### src/hw/dds_defs.svh
/*
 * register offsets, field positions, reset values and steps for the
 * descriptor-pointer and block-setup register block.
 * assumes: included by the dds_top module of this block only.
 */
`ifndef DDS_DEFS_SVH
`define DDS_DEFS_SVH

`define DDS_OFF_DPTR_LO     8'h78
`define DDS_OFF_DPTR_HI     8'h7C
`define DDS_OFF_BSIZE       8'h80
`define DDS_OFF_CTRL        8'h90
`define DDS_OFF_STAT        8'h94
`define DDS_OFF_SADDR       8'h98

`define DDS_CTRL_ADDR64     0
`define DDS_CTRL_DMA_USE    1
`define DDS_CTRL_DATA_PHASE 2
`define DDS_CTRL_SGL_GO     4

`define DDS_STAT_CHAIN_BUSY 0
`define DDS_STAT_SGL_RUN    1
`define DDS_STAT_SGL_PAUSE  2
`define DDS_STAT_PAGE_EV    3
`define DDS_STAT_DONE_EV    4

`define DDS_BSIZE_LSB       0
`define DDS_BSIZE_MSB       11
`define DDS_PAGE_LSB        12
`define DDS_PAGE_MSB        14

`define DDS_BSIZE_RST       16'h0000
`define DDS_DPTR_RST        64'h0000_0000_0000_0000
`define DDS_SADDR_RST       32'h0000_0000
`define DDS_STEP32          64'h0000_0000_0000_0004
`define DDS_STEP64          64'h0000_0000_0000_0008
`define DDS_BEAT_BYTES      12'h004
`define DDS_BEAT_ADDR       32'h0000_0004
`define DDS_SGL_CAP         1'b1

`endif

### src/hw/dds_pkg.sv
/*
 * types of the descriptor-pointer and block-setup block.
 * assumes: constants come from dds_defs.svh.
 */
package dds_pkg;

    typedef enum logic [0:0] {CH_IDLE, CH_FETCH} dds_chain_e;
    typedef enum logic [1:0] {SD_IDLE, SD_RUN, SD_PAUSE} dds_single_e;

    typedef struct packed {
        logic        psel;
        logic        penable;
        logic        pwrite;
        logic [7:0]  paddr;
        logic [31:0] pwdata;
        logic [3:0]  pstrb;
    } dds_apb_req_s;

    typedef struct packed {
        logic        pready;
        logic [31:0] prdata;
        logic        pslverr;
    } dds_apb_rsp_s;

    typedef struct packed {
        logic        req;
        logic [63:0] addr;
    } dds_fetch_s;

    typedef struct packed {
        logic        req;
        logic [31:0] addr;
    } dds_beat_s;

    typedef struct packed {
        dds_apb_rsp_s rsp;
        logic [63:0]  dptr;
        logic [15:0]  bsize;
        logic         addr64;
        logic         dma_use;
        logic         data_phase;
        logic [31:0]  saddr;
        logic [11:0]  remain;
        dds_chain_e   ch;
        dds_single_e  sd;
        logic         page_ev;
        logic         done_ev;
        dds_fetch_s   fetch;
        logic         beat_req;
    } dds_state_s;

endpackage

### src/hw/dds_page_watch.sv
/*
 * page-boundary detector for single-address dma: flags a carry out of
 * the address bit chosen by the 3-bit page code (4K up to 512K).
 * assumes: combinational, fed from registered addresses of one clock.
 */
`timescale 1ns/1ps
module dds_page_watch
(
    input  wire logic [2:0]  sel,
    input  wire logic [31:0] cur_addr,
    input  wire logic [31:0] nxt_addr,
    output logic             crossed
);
    logic [7:0] hit;

    // code i watches carry out of A(11+i): upper bits change
    genvar i;
    generate
        for (i = 0; i < 8; i++)
        begin : g_page
            assign hit[i] = (cur_addr[31:12+i] != nxt_addr[31:12+i]);
        end
    endgenerate

    assign crossed = hit[sel];
endmodule

### src/hw/dds_top.sv
/*
 * descriptor-list pointer and packet block setup, with the descriptor
 * chain fetch engine and the single-address dma beat engine they steer.
 * assumes: apb4 master on pclk; memory ports answer with one-cycle acks
 * on the same clock.
 */
// The APB slave port is this design's own decision.
`timescale 1ns/1ps
`include "dds_defs.svh"

module dds_top
(
    input  wire logic                  pclk,
    input  wire logic                  presetn,
    input  wire dds_pkg::dds_apb_req_s apb_req,
    output dds_pkg::dds_apb_rsp_s      apb_rsp,
    output dds_pkg::dds_fetch_s        fetch,
    input  wire logic                  fetch_ack,
    input  wire logic                  fetch_last,
    output dds_pkg::dds_beat_s         beat,
    input  wire logic                  beat_ack,
    output logic                       chain_busy,
    output logic                       page_event,
    output logic                       done_event
);
    import dds_pkg::*;

    dds_state_s s_r;
    dds_state_s s_nxt;
    logic       crossed;
    logic       acc_first;
    logic       acc_done;
    logic       wr;
    logic [31:0] beat_nxt;

    function automatic logic is_mapped(input logic [7:0] a);
        is_mapped = (a == `DDS_OFF_DPTR_LO) || (a == `DDS_OFF_DPTR_HI) || (a == `DDS_OFF_BSIZE) ||
                    (a == `DDS_OFF_CTRL) || (a == `DDS_OFF_STAT) || (a == `DDS_OFF_SADDR);
    endfunction

    function automatic logic [31:0] merge(input logic [31:0] old, input logic [31:0] d, input logic [3:0] st);
        integer k;
        merge = old;
        for (k = 0; k < 4; k++)
        begin
            if (st[k])
            begin
                merge[8*k +: 8] = d[8*k +: 8];
            end
        end
    endfunction

    // masked fetch address; 32-bit mode uses the lower half only
    function automatic logic [63:0] fetch_addr(input logic [63:0] p, input logic m64);
        if (m64)
        begin
            fetch_addr = {p[63:3], 3'b000};
        end
        else
        begin
            fetch_addr = {32'h0000_0000, p[31:2], 2'b00};
        end
    endfunction

    assign acc_first = apb_req.psel & apb_req.penable & ~s_r.rsp.pready;
    assign acc_done  = apb_req.psel & apb_req.penable & s_r.rsp.pready;
    assign wr        = acc_done & apb_req.pwrite & is_mapped(apb_req.paddr);
    assign beat_nxt  = s_r.saddr + `DDS_BEAT_ADDR;

    dds_page_watch u_page
    (
        .sel      (s_r.bsize[`DDS_PAGE_MSB:`DDS_PAGE_LSB]),
        .cur_addr (s_r.saddr),
        .nxt_addr (beat_nxt),
        .crossed  (crossed)
    );

    always_comb
    begin
        logic        start;
        logic        go;
        logic        sa_wr;
        logic [31:0] rd;
        logic [31:0] w;
        start = 1'b0;
        go    = 1'b0;
        sa_wr = 1'b0;
        rd    = 32'h0000_0000;
        w     = 32'h0000_0000;
        s_nxt = s_r;

        // read data latched in the first access cycle, shown with pready
        case (apb_req.paddr)
            `DDS_OFF_DPTR_LO: rd = s_r.dptr[31:0];
            `DDS_OFF_DPTR_HI: rd = s_r.dptr[63:32];
            `DDS_OFF_BSIZE:   rd = {16'h0000, s_r.bsize};
            `DDS_OFF_CTRL:    rd = {29'h0000_0000, s_r.data_phase, s_r.dma_use, s_r.addr64};
            `DDS_OFF_STAT:    rd = {27'h000_0000, s_r.done_ev, s_r.page_ev, (s_r.sd == SD_PAUSE),
                                    (s_r.sd == SD_RUN), (s_r.ch == CH_FETCH)};
            `DDS_OFF_SADDR:   rd = s_r.saddr;
            default:          rd = 32'h0000_0000;
        endcase
        s_nxt.rsp.pready  = acc_first;
        s_nxt.rsp.prdata  = (acc_first && !apb_req.pwrite) ? rd : 32'h0000_0000;
        s_nxt.rsp.pslverr = acc_first & ~is_mapped(apb_req.paddr);

        if (wr)
        begin
            case (apb_req.paddr)
                `DDS_OFF_DPTR_LO:
                begin
                    // pointer frozen while the chain engine owns it
                    if (s_r.ch == CH_IDLE)
                    begin
                        s_nxt.dptr[31:0] = merge(s_r.dptr[31:0], apb_req.pwdata, apb_req.pstrb);
                        start = apb_req.pstrb[3] & ~s_r.addr64;
                    end
                end
                `DDS_OFF_DPTR_HI:
                begin
                    if (s_r.ch == CH_IDLE)
                    begin
                        s_nxt.dptr[63:32] = merge(s_r.dptr[63:32], apb_req.pwdata, apb_req.pstrb);
                        start = apb_req.pstrb[3] & s_r.addr64;
                    end
                end
                `DDS_OFF_BSIZE:
                begin
                    w = merge({16'h0000, s_r.bsize}, apb_req.pwdata, apb_req.pstrb);
                    s_nxt.bsize[`DDS_BSIZE_MSB:`DDS_BSIZE_LSB] = w[`DDS_BSIZE_MSB:`DDS_BSIZE_LSB];
                    // page field exists only with the capability strap
                    s_nxt.bsize[`DDS_PAGE_MSB:`DDS_PAGE_LSB] =
                        `DDS_SGL_CAP ? w[`DDS_PAGE_MSB:`DDS_PAGE_LSB] : 3'b000;
                end
                `DDS_OFF_CTRL:
                begin
                    if (apb_req.pstrb[0])
                    begin
                        s_nxt.addr64     = apb_req.pwdata[`DDS_CTRL_ADDR64];
                        s_nxt.dma_use    = apb_req.pwdata[`DDS_CTRL_DMA_USE];
                        s_nxt.data_phase = apb_req.pwdata[`DDS_CTRL_DATA_PHASE];
                        go               = apb_req.pwdata[`DDS_CTRL_SGL_GO];
                    end
                end
                `DDS_OFF_STAT:
                begin
                    if (apb_req.pstrb[0])
                    begin
                        if (apb_req.pwdata[`DDS_STAT_PAGE_EV])
                        begin
                            s_nxt.page_ev = 1'b0;
                        end
                        if (apb_req.pwdata[`DDS_STAT_DONE_EV])
                        begin
                            s_nxt.done_ev = 1'b0;
                        end
                    end
                end
                `DDS_OFF_SADDR:
                begin
                    s_nxt.saddr = merge(s_r.saddr, apb_req.pwdata, apb_req.pstrb);
                    sa_wr = 1'b1;
                end
                default:
                begin
                    s_nxt.dptr = s_r.dptr;
                end
            endcase
        end

        // descriptor chain engine; it never looks at the page field
        case (s_r.ch)
            CH_IDLE:
            begin
                if (start)
                begin
                    s_nxt.ch          = CH_FETCH;
                    s_nxt.fetch.req   = 1'b1;
                    s_nxt.fetch.addr  = fetch_addr(s_nxt.dptr, s_r.addr64);
                end
            end
            CH_FETCH:
            begin
                if (fetch_ack)
                begin
                    s_nxt.dptr = s_r.dptr + (s_r.addr64 ? `DDS_STEP64 : `DDS_STEP32);
                    s_nxt.fetch.addr = fetch_addr(s_nxt.dptr, s_r.addr64);
                    if (fetch_last)
                    begin
                        s_nxt.ch        = CH_IDLE;
                        s_nxt.fetch.req = 1'b0;
                    end
                end
            end
            default:
            begin
                s_nxt.ch        = CH_IDLE;
                s_nxt.fetch.req = 1'b0;
            end
        endcase

        // single-address dma; event sets come last so a set beats a clear
        case (s_r.sd)
            SD_IDLE:
            begin
                if (go && s_r.dma_use)
                begin
                    // size counts only with a data phase; zero moves nothing
                    if (s_r.data_phase && (s_r.bsize[`DDS_BSIZE_MSB:`DDS_BSIZE_LSB] != 12'h000))
                    begin
                        s_nxt.remain   = s_r.bsize[`DDS_BSIZE_MSB:`DDS_BSIZE_LSB];
                        s_nxt.sd       = SD_RUN;
                        s_nxt.beat_req = 1'b1;
                    end
                    else
                    begin
                        s_nxt.remain  = 12'h000;
                        s_nxt.done_ev = 1'b1;
                    end
                end
            end
            SD_RUN:
            begin
                if (beat_ack)
                begin
                    s_nxt.saddr  = beat_nxt;
                    s_nxt.remain = (s_r.remain > `DDS_BEAT_BYTES) ? s_r.remain - `DDS_BEAT_BYTES : 12'h000;
                    if (s_r.remain <= `DDS_BEAT_BYTES)
                    begin
                        // last beat: done only, never a page event after it
                        s_nxt.sd       = SD_IDLE;
                        s_nxt.beat_req = 1'b0;
                        s_nxt.done_ev  = 1'b1;
                    end
                    else if (crossed && `DDS_SGL_CAP && s_r.dma_use)
                    begin
                        s_nxt.sd       = SD_PAUSE;
                        s_nxt.beat_req = 1'b0;
                        s_nxt.page_ev  = 1'b1;
                    end
                end
            end
            SD_PAUSE:
            begin
                if (sa_wr)
                begin
                    s_nxt.sd       = SD_RUN;
                    s_nxt.beat_req = 1'b1;
                end
            end
            default:
            begin
                s_nxt.sd       = SD_IDLE;
                s_nxt.beat_req = 1'b0;
            end
        endcase
    end

    always_ff @(posedge pclk or negedge presetn)
    begin
        if (!presetn)
        begin
            s_r            <= '0;
            s_r.dptr       <= `DDS_DPTR_RST;
            s_r.bsize      <= `DDS_BSIZE_RST;
            s_r.saddr      <= `DDS_SADDR_RST;
            s_r.ch         <= CH_IDLE;
            s_r.sd         <= SD_IDLE;
        end
        else
        begin
            s_r <= s_nxt;
        end
    end

    assign apb_rsp    = s_r.rsp;
    assign fetch      = s_r.fetch;
    assign beat.req   = s_r.beat_req;
    assign beat.addr  = s_r.saddr;
    assign chain_busy = s_r.fetch.req;
    assign page_event = s_r.page_ev;
    assign done_event = s_r.done_ev;

    logic wr_lo3;
    logic wr_hi3;
    assign wr_lo3 = wr && apb_req.paddr == `DDS_OFF_DPTR_LO && apb_req.pstrb[3] && s_r.ch == CH_IDLE;
    assign wr_hi3 = wr && apb_req.paddr == `DDS_OFF_DPTR_HI && apb_req.pstrb[3] && s_r.ch == CH_IDLE;
endmodule

### config.mk
export PLATFORM = sky130hd
export DESIGN_NAME = dds_top
export DESIGN_NICKNAME = d
export VERILOG_FILES = /design/src/hw/dds_pkg.sv /design/src/hw/dds_page_watch.sv /design/src/hw/dds_top.sv
export VERILOG_INCLUDE_DIRS = /design/src /design/src/hw
export SDC_FILE = /design/constraint.sdc
export NUM_CORES = 1
export LEC_CHECK = 0
export BUFFER_PORTS_ARGS = -buffer_cell sky130_fd_sc_hd__buf_2
export CAP_MARGIN = 20
export CELL_PAD_IN_SITES_DETAIL_PLACEMENT = 1
export CELL_PAD_IN_SITES_GLOBAL_PLACEMENT = 1
export CORE_MARGIN = 10
export CORE_UTILIZATION = 39
export CTS_BUF_LIST = sky130_fd_sc_hd__clkbuf_2
export CTS_CLUSTER_SIZE = 24
export DETAILED_ROUTE_END_ITERATION = 8
export GPL_ROUTABILITY_DRIVEN = 0
export PLACE_DENSITY = 0.83
export SYNTH_ARGS = -nofsm -noshare
export SYNTH_HDL_FRONTEND = slang
export SYNTH_SLANG_ARGS = --single-unit
export TNS_END_PERCENT = 1
### constraint.sdc
create_clock -name pclk -period 3.5 [get_ports pclk]
set_clock_uncertainty 0.05 [all_clocks]
set_input_delay 0.7 -clock pclk [delete_from_list [all_inputs] [get_ports pclk]]
set_output_delay 0.7 -clock pclk [all_outputs]
set_load 0.01 [all_outputs]
==> impl_metrics.toml, run 1 <==
[routing]
wl_um = 58500
drtAntennaViolNets = 0
dr.pass1.iters = 6
first_iter_violations = 1387
wl_per_cell_um = 25.39
vias = 14287
drc = 0
drt-vias-per-instance = 6.201

[synthesis]
synth_top_cell_by_area = "dfrtp_1"
avgSynthCellArea_um2 = 8.848
ys_types = 80
post_synth_most_frequent_cells = "dfrtp_1, nor2_1, nand2_1, buf_4, a21oi_1"
yosys-top-cells-area = "dfrtp_1, buf_4, mux2i_1"
yosysTopAreaCellShare_pct = 38.16
synth_area_um2 = 14950
ys_ff_latch = 228
synth_edf_count = 0
syn_inst = 1690
ys.flop_type = "dfrtp_1"
synthMostInstantiatedCell = "dfrtp_1"
yosysSeqAreaShare_pct = 38.16
async_flop_share_pct = 100.0
yosysWarnings = 0

[critical_path]
reg2regPathDepth = 10
cp-startpoint = "s_r[117]$_DFFE_PN0P_"
r2r_end = "fetch[58]$_DFFE_PN0P_"
worstPathArrival_ns = 4.02
path_max_fanout = 10
critPathKind = "reg -> reg"
crit_path_start_kind = "flop"
path_cells = "inv_1 > ha_1 > inv_1 > fa_1 > nand3b_4 > nor4_4 > nand4_4 > or4_1 > a311oi_1 > a21o_1"
slowest_stage = "or4_1"
crit_end = "fetch[58]$_DFFE_PN0P_"
cpMostUsedCell = "inv_1"
cp.buffers_inverters = 2
r2r-start = "s_r[117]$_DFFE_PN0P_"
cp.depth = 10
r2r_slack_ns = 0.30
required_ns = 4.32
critPathMaxStageDelay_ns = 0.57
critPathTopFamily = "simple AND/OR/NAND/NOR gates"
end_kind = "flop"

[pwr]
peakVddDrop_mv = 0.1521
power_density_nw_per_um2 = 309.7
p_leak_nw = 7.574

[global_route]
grt_pass1_vias = 14759
grt_usage_pct = 24.19
antenna_found_initial = 2
grt_max_degree = 83
grt_pass1_wl_um = 89090
grt.overflow.total = 0

[sta]
min_period_over_period_pct = 91.33
fmax_mhz = 312.8
tightestPinTransition_ns = 0.8866
whs_ns = 0.06513
slew_viol_final = 0
rsz0062_at_grt = "false"
tns_ns = 0
hold_violations = 0
post-route-min-period_ns = 3.197
final-setup-viol-count = 0
slew_headroom_pct = 40.68
worst_slack_ns = 0.3033

[die]
core_area_um2 = 37760
die_height_um = 215.8
initial_utilization_pct = 39.61
dieArea_um2 = 46570
rows = 71
boundaryPins = 187
die_x_um = 215.8

[run_status]
outcome = "complete, no violations"

[worst_hold_path]
worstHoldStart = "apb_req[45]"
hp-class = "in -> reg"

[cells_and_area]
nets = 1803
areaGrowthSynthToFinish_pct = 8.016
drive_gt1_share_pct = 25.46
fillCellCount = 4548

[cts]
cts_tree = "yes"
cts_buffers = 66
cts.sink_count = 228
ctsLongestPathBuffers = 3
cts-root-buf = "clkbuf_2"
cts_max_level = 3
insertion_delay_ns = 0.93
clk_pin_slew_worst_paths_ns = 0.11

[placed_design]
portBuffers = 184
pre_cts_ws_ns = 0.2838
dpl.hpwl_um = 43020

[job]
maxCapViolations = 0
through the flow:
step	utilization, %	instances	area [µm²]	total power, mW
after floorplan	-	1691	14960	2.785
after global placement	41.16	2185	15540	2.955
after detailed placement	41.16	2185	15540	2.961
after CTS	42.75	2301	16140	5.050
after global routing	42.77	2303	16150	5.197
final	42.78	2304	16150	5.001
where the power goes:
part | internal, mW | switching, mW
Sequential | 2.64 | 0.0226
Combinational | 0.0667 | 0.183
Clock | 0.836 | 1.25
sequential cells by signal, indices dropped and copies added, names as in the netlist:
name,cells
chain_busy,1
done_event,1
s_r,96
page_event,1
fetch,62
apb_rsp,34
beat,33
area by class of cell:
type | instances | area [µm²] | area share [%]
flip-flops and latches | 228 | 5705 | 35.32
clock buffers | 102 | 510.5 | 3.161
repair buffers | 241 | 1436 | 8.893
multi-input cells | 1182 | 7682 | 47.56
clock inverters | 13 | 78.83 | 0.4880
inverters | 25 | 93.84 | 0.5810
diodes | 2 | 5.005 | 0.03099
well taps | 511 | 639.4 | 3.958
tightest hold or removal path: cells and delay by family:
kind	cells	cell delay [ns]
AND/OR/NAND/NOR	2	0.14
buffers and inverters	1	0.11
per-layer routing:
| layer | global-route usage (%) | share of wire (%) |
|---|---|---|
| met1 | 31.15 | 41 |
| met2 | 37.43 | 45 |
| met3 | 6.140 | 9.9 |
| met4 | 11.10 | 4.2 |
| met5 | 0 | 0.019 |
cell families (layout without fill, tap and decap cells):
group	Yosys count	count (layout)	share of synthesized area, %
AO/OA/AOI/OAI	403	403	18.45
XOR/XNOR	56	56	3.280
adder cells (fa/ha/maj)	8	8	0.7029
buffers and inverters	281	381	10.66
flip-flops	228	228	38.16
multiplexers	112	112	7.882
other	1	4	0.02508
AND/OR/NAND/NOR	601	601	20.84
how the worst min path moves through the flow:
stage | endpoint | slack, ns | cells past startpoint
finish | apb_rsp[33]$_DFF_PN0_ | 0.07 | 3
global route | apb_rsp[33]$_DFF_PN0_ | 0.05 | 3
CTS | apb_rsp[33]$_DFF_PN0_ | 0.007 | 3
detailed placement | fetch[4]$_DFFE_PN0P_ | 0.42 | 2
global placement | s_r[134]$_DFFE_PN0P_ | 0.41 | 2
floorplan | apb_rsp[0]$_DFF_PN0_ | 0.35 | 0
cell usage in the layout, fill, tap and decap left out, drive strengths merged, types with 46 or more instances in the layout:
cell and n:
nand3 80, dfrtp 228, o21ai 69, clkbuf 102, mux2 46, a21oi 116
nor2 172, mux2i 66, buf 240, nand2 146
repair_timing:
item / in CTS / in global routing
gates resized for setup: 0 / 0
hold endpoints to repair: 79 / 0
hold buffers: 1 / 0
setup buffers: 0 / 0
No activity file was read; power rests on OpenSTA's default activity.
==> inputs of run 2 (changes only) <==
- ABC_CLOCK_PERIOD_IN_PS: unset -> 3500
- SETUP_SLACK_MARGIN: unset -> 0.4
==> impl_metrics.toml, run 2 (synthesized netlist as in run 1, its figures left out) <==
[pwr]
sw_frac_of_total_pct = 30.50
power.clock.fraction_pct = 40.6
peakVddDrop_mv = 0.1269
p_int_mw = 3.413
p_seq_share_pct = 54.3
switchingPower_mw = 1.498
pwr-share-comb_pct = 5.1
p_leak_nw = 7.576
power_density_nw_per_um2 = 303.5
p_total_mw = 4.911

[global_route]
grt_max_degree = 77
antenna_found_initial = 3
grt_pass1_vias = 14899
grt_pass1_wl_um = 90330
grt.overflow.total = 0
grt_usage_pct = 24.44

[sta]
min_period_over_period_pct = 86.74
tns_ns = 0
worst_slack_ns = 0.4641
final-setup-viol-count = 0
fmax_mhz = 329.4
slew_headroom_pct = 38.41
slew_viol_final = 0
post-route-min-period_ns = 3.036
hold_violations = 0
tightestPinTransition_ns = 0.9195
rsz0062_at_grt = "true"

[cts]
cts_buffers = 67
cts_tree = "yes"
cts-root-buf = "clkbuf_2"
cts.sink_count = 228
insertion_delay_ns = 0.95
ctsLongestPathBuffers = 3
clk_pin_slew_worst_paths_ns = 0.10
cts_max_level = 3

[cells_and_area]
drive_gt1_share_pct = 25.55
final_cells = 2318
fillCellCount = 4490
regMostFlops = "s_r"
largest_reg_flops = 96
areaGrowthSynthToFinish_pct = 8.200
mostFrequentLayoutCells = "dfrtp_1, buf_2, nor2_1"
nets = 1817
mostFrequentLayoutCell = "dfrtp_1"

[critical_path]
critPathMaxStageDelay_ns = 0.44
path_cells = "inv_2 > ha_1 > inv_1 > fa_1 > nand3b_4 > nor4_4 > buf_4 > and4_1 > nand4_1 > xor2_1 > o21ai_0"
required_ns = 4.29
path_max_fanout = 8
slowest_stage = "fa_1"
cp.buffers_inverters = 3
r2r_end = "fetch[48]$_DFFE_PN0P_"
worstPathArrival_ns = 3.83
end_kind = "flop"
r2r-start = "s_r[117]$_DFFE_PN0P_"
critPathTopFamily = "simple AND/OR/NAND/NOR gates"
reg2regPathDepth = 11
critPathKind = "reg -> reg"
r2r_slack_ns = 0.46
crit_path_start_kind = "flop"

[worst_hold_path]
hp-class = "in -> reg"
hold_depth = 4
holdPathEnd = "chain_busy$_DFFE_PN0P_"
worstHoldStart = "fetch_last"

[routing]
drt-vias-per-instance = 6.219
vias = 14416
wl_um = 58650
drtAntennaViolNets = 0
drc = 0
dr.pass1.iters = 6
wl_per_cell_um = 25.30
first_iter_violations = 1525

[die]
die_height_um = 215.8
dieArea_um2 = 46570
core_area_um2 = 37760
rows = 71
initial_utilization_pct = 39.61
die_x_um = 215.8
boundaryPins = 187

[run_status]
outcome = "complete, no violations"

[placed_design]
dp.cells = 2195
dpl.hpwl_um = 43550
pre_cts_ws_ns = 0.3433
portBuffers = 184

[job]
maxCapViolations = 0
==> run 2: cell types whose count changed in the layout (fill, tap and decap cells not counted), sizes merged, moves of 2 or more <==
cell / previous run / this run
clkinv: 8 / 21
buf: 240 / 250
clkinvlp: 1 / 3
dlygate4sd3: 1 / 4
clkbuf: 102 / 89
==> run 2: worst max-delay path by stage <==
stage / slack, ns / depth (start not counted) / startpoint / endpoint
finish: 0.46 / 11 / s_r[117]$_DFFE_PN0P_ / fetch[48]$_DFFE_PN0P_
CTS: 0.46 / 10 / s_r[117]$_DFFE_PN0P_ / fetch[58]$_DFFE_PN0P_
floorplan: 0.41 / 11 / s_r[117]$_DFFE_PN0P_ / fetch[58]$_DFFE_PN0P_
global placement: 0.45 / 7 / apb_req[42] / s_r[74]$_DFFE_PN0P_
global route: 0.27 / 11 / s_r[117]$_DFFE_PN0P_ / fetch[48]$_DFFE_PN0P_
detailed placement: 0.34 / 7 / apb_req[42] / s_r[74]$_DFFE_PN0P_
==> run 2: tightest hold or removal path: cells and delay by family <==
kind,cells,cell delay (ns)
buffers and inverters,1,0.09
and+or+nand+nor,3,0.15
==> run 2: routing by layer <==
layer  global-route usage, %  part of all wire, %  vias up
li1                        -                    -     6234
met1                   31.32                   40     7193
met2                   37.84                   45      830
met3                   6.657                   11      159
met4                   10.77                  4.0        0
met5                       0                    0        -
==> run 2: metrics by stage <==
| step | hold slack [ns] | utilization [%] | cell area [µm²] |
|---|---|---|---|
| 3_5_place_dp | 0.4200 | 41.19 | 15550 |
| 2_1_floorplan | 0.3544 | - | 14960 |
| 6_report | 0.05148 | 42.85 | 16180 |
| 3_3_place_gp | 0.4076 | 41.19 | 15550 |
| 5_1_grt | 0.01969 | 42.85 | 16180 |
| 4_1_cts | 0.01063 | 42.80 | 16160 |
==> run 2: timing repair <==
item / 4_1_cts / 5_1_grt
endpoints found under the setup margin: 10 / 24
setup buffers: 0 / 0
gates resized for setup: 1 / 1
hold buffers: 4 / 0
endpoints found under the hold margin: 61 / 0
==> run 2: area by class of cell <==
| type | instances | area [µm²] | area share [%] |
|---|---|---|---|
| Multi-Input combinational cell | 1182 | 7689 | 47.52 |
| Sequential cell | 228 | 5705 | 35.26 |
| Timing Repair Buffer | 254 | 1479 | 9.141 |
| Tap cell | 511 | 639.4 | 3.952 |
| Clock buffer | 89 | 445.4 | 2.753 |
| Clock inverter | 26 | 120.1 | 0.7424 |
| Inverter | 25 | 93.84 | 0.5800 |
| Antenna cell | 3 | 7.507 | 0.04640 |
==> run 2: power groups by stage <==
stage	logic, mW	registers [mW]	clock network, mW
6_report	0.250	2.67	1.99
5_1_grt	0.268	2.67	2.20
4_1_cts	0.248	2.67	2.04
3_5_place_dp	0.243	2.72	0
3_3_place_gp	0.237	2.72	0
2_1_floorplan	0.0813	2.70	0
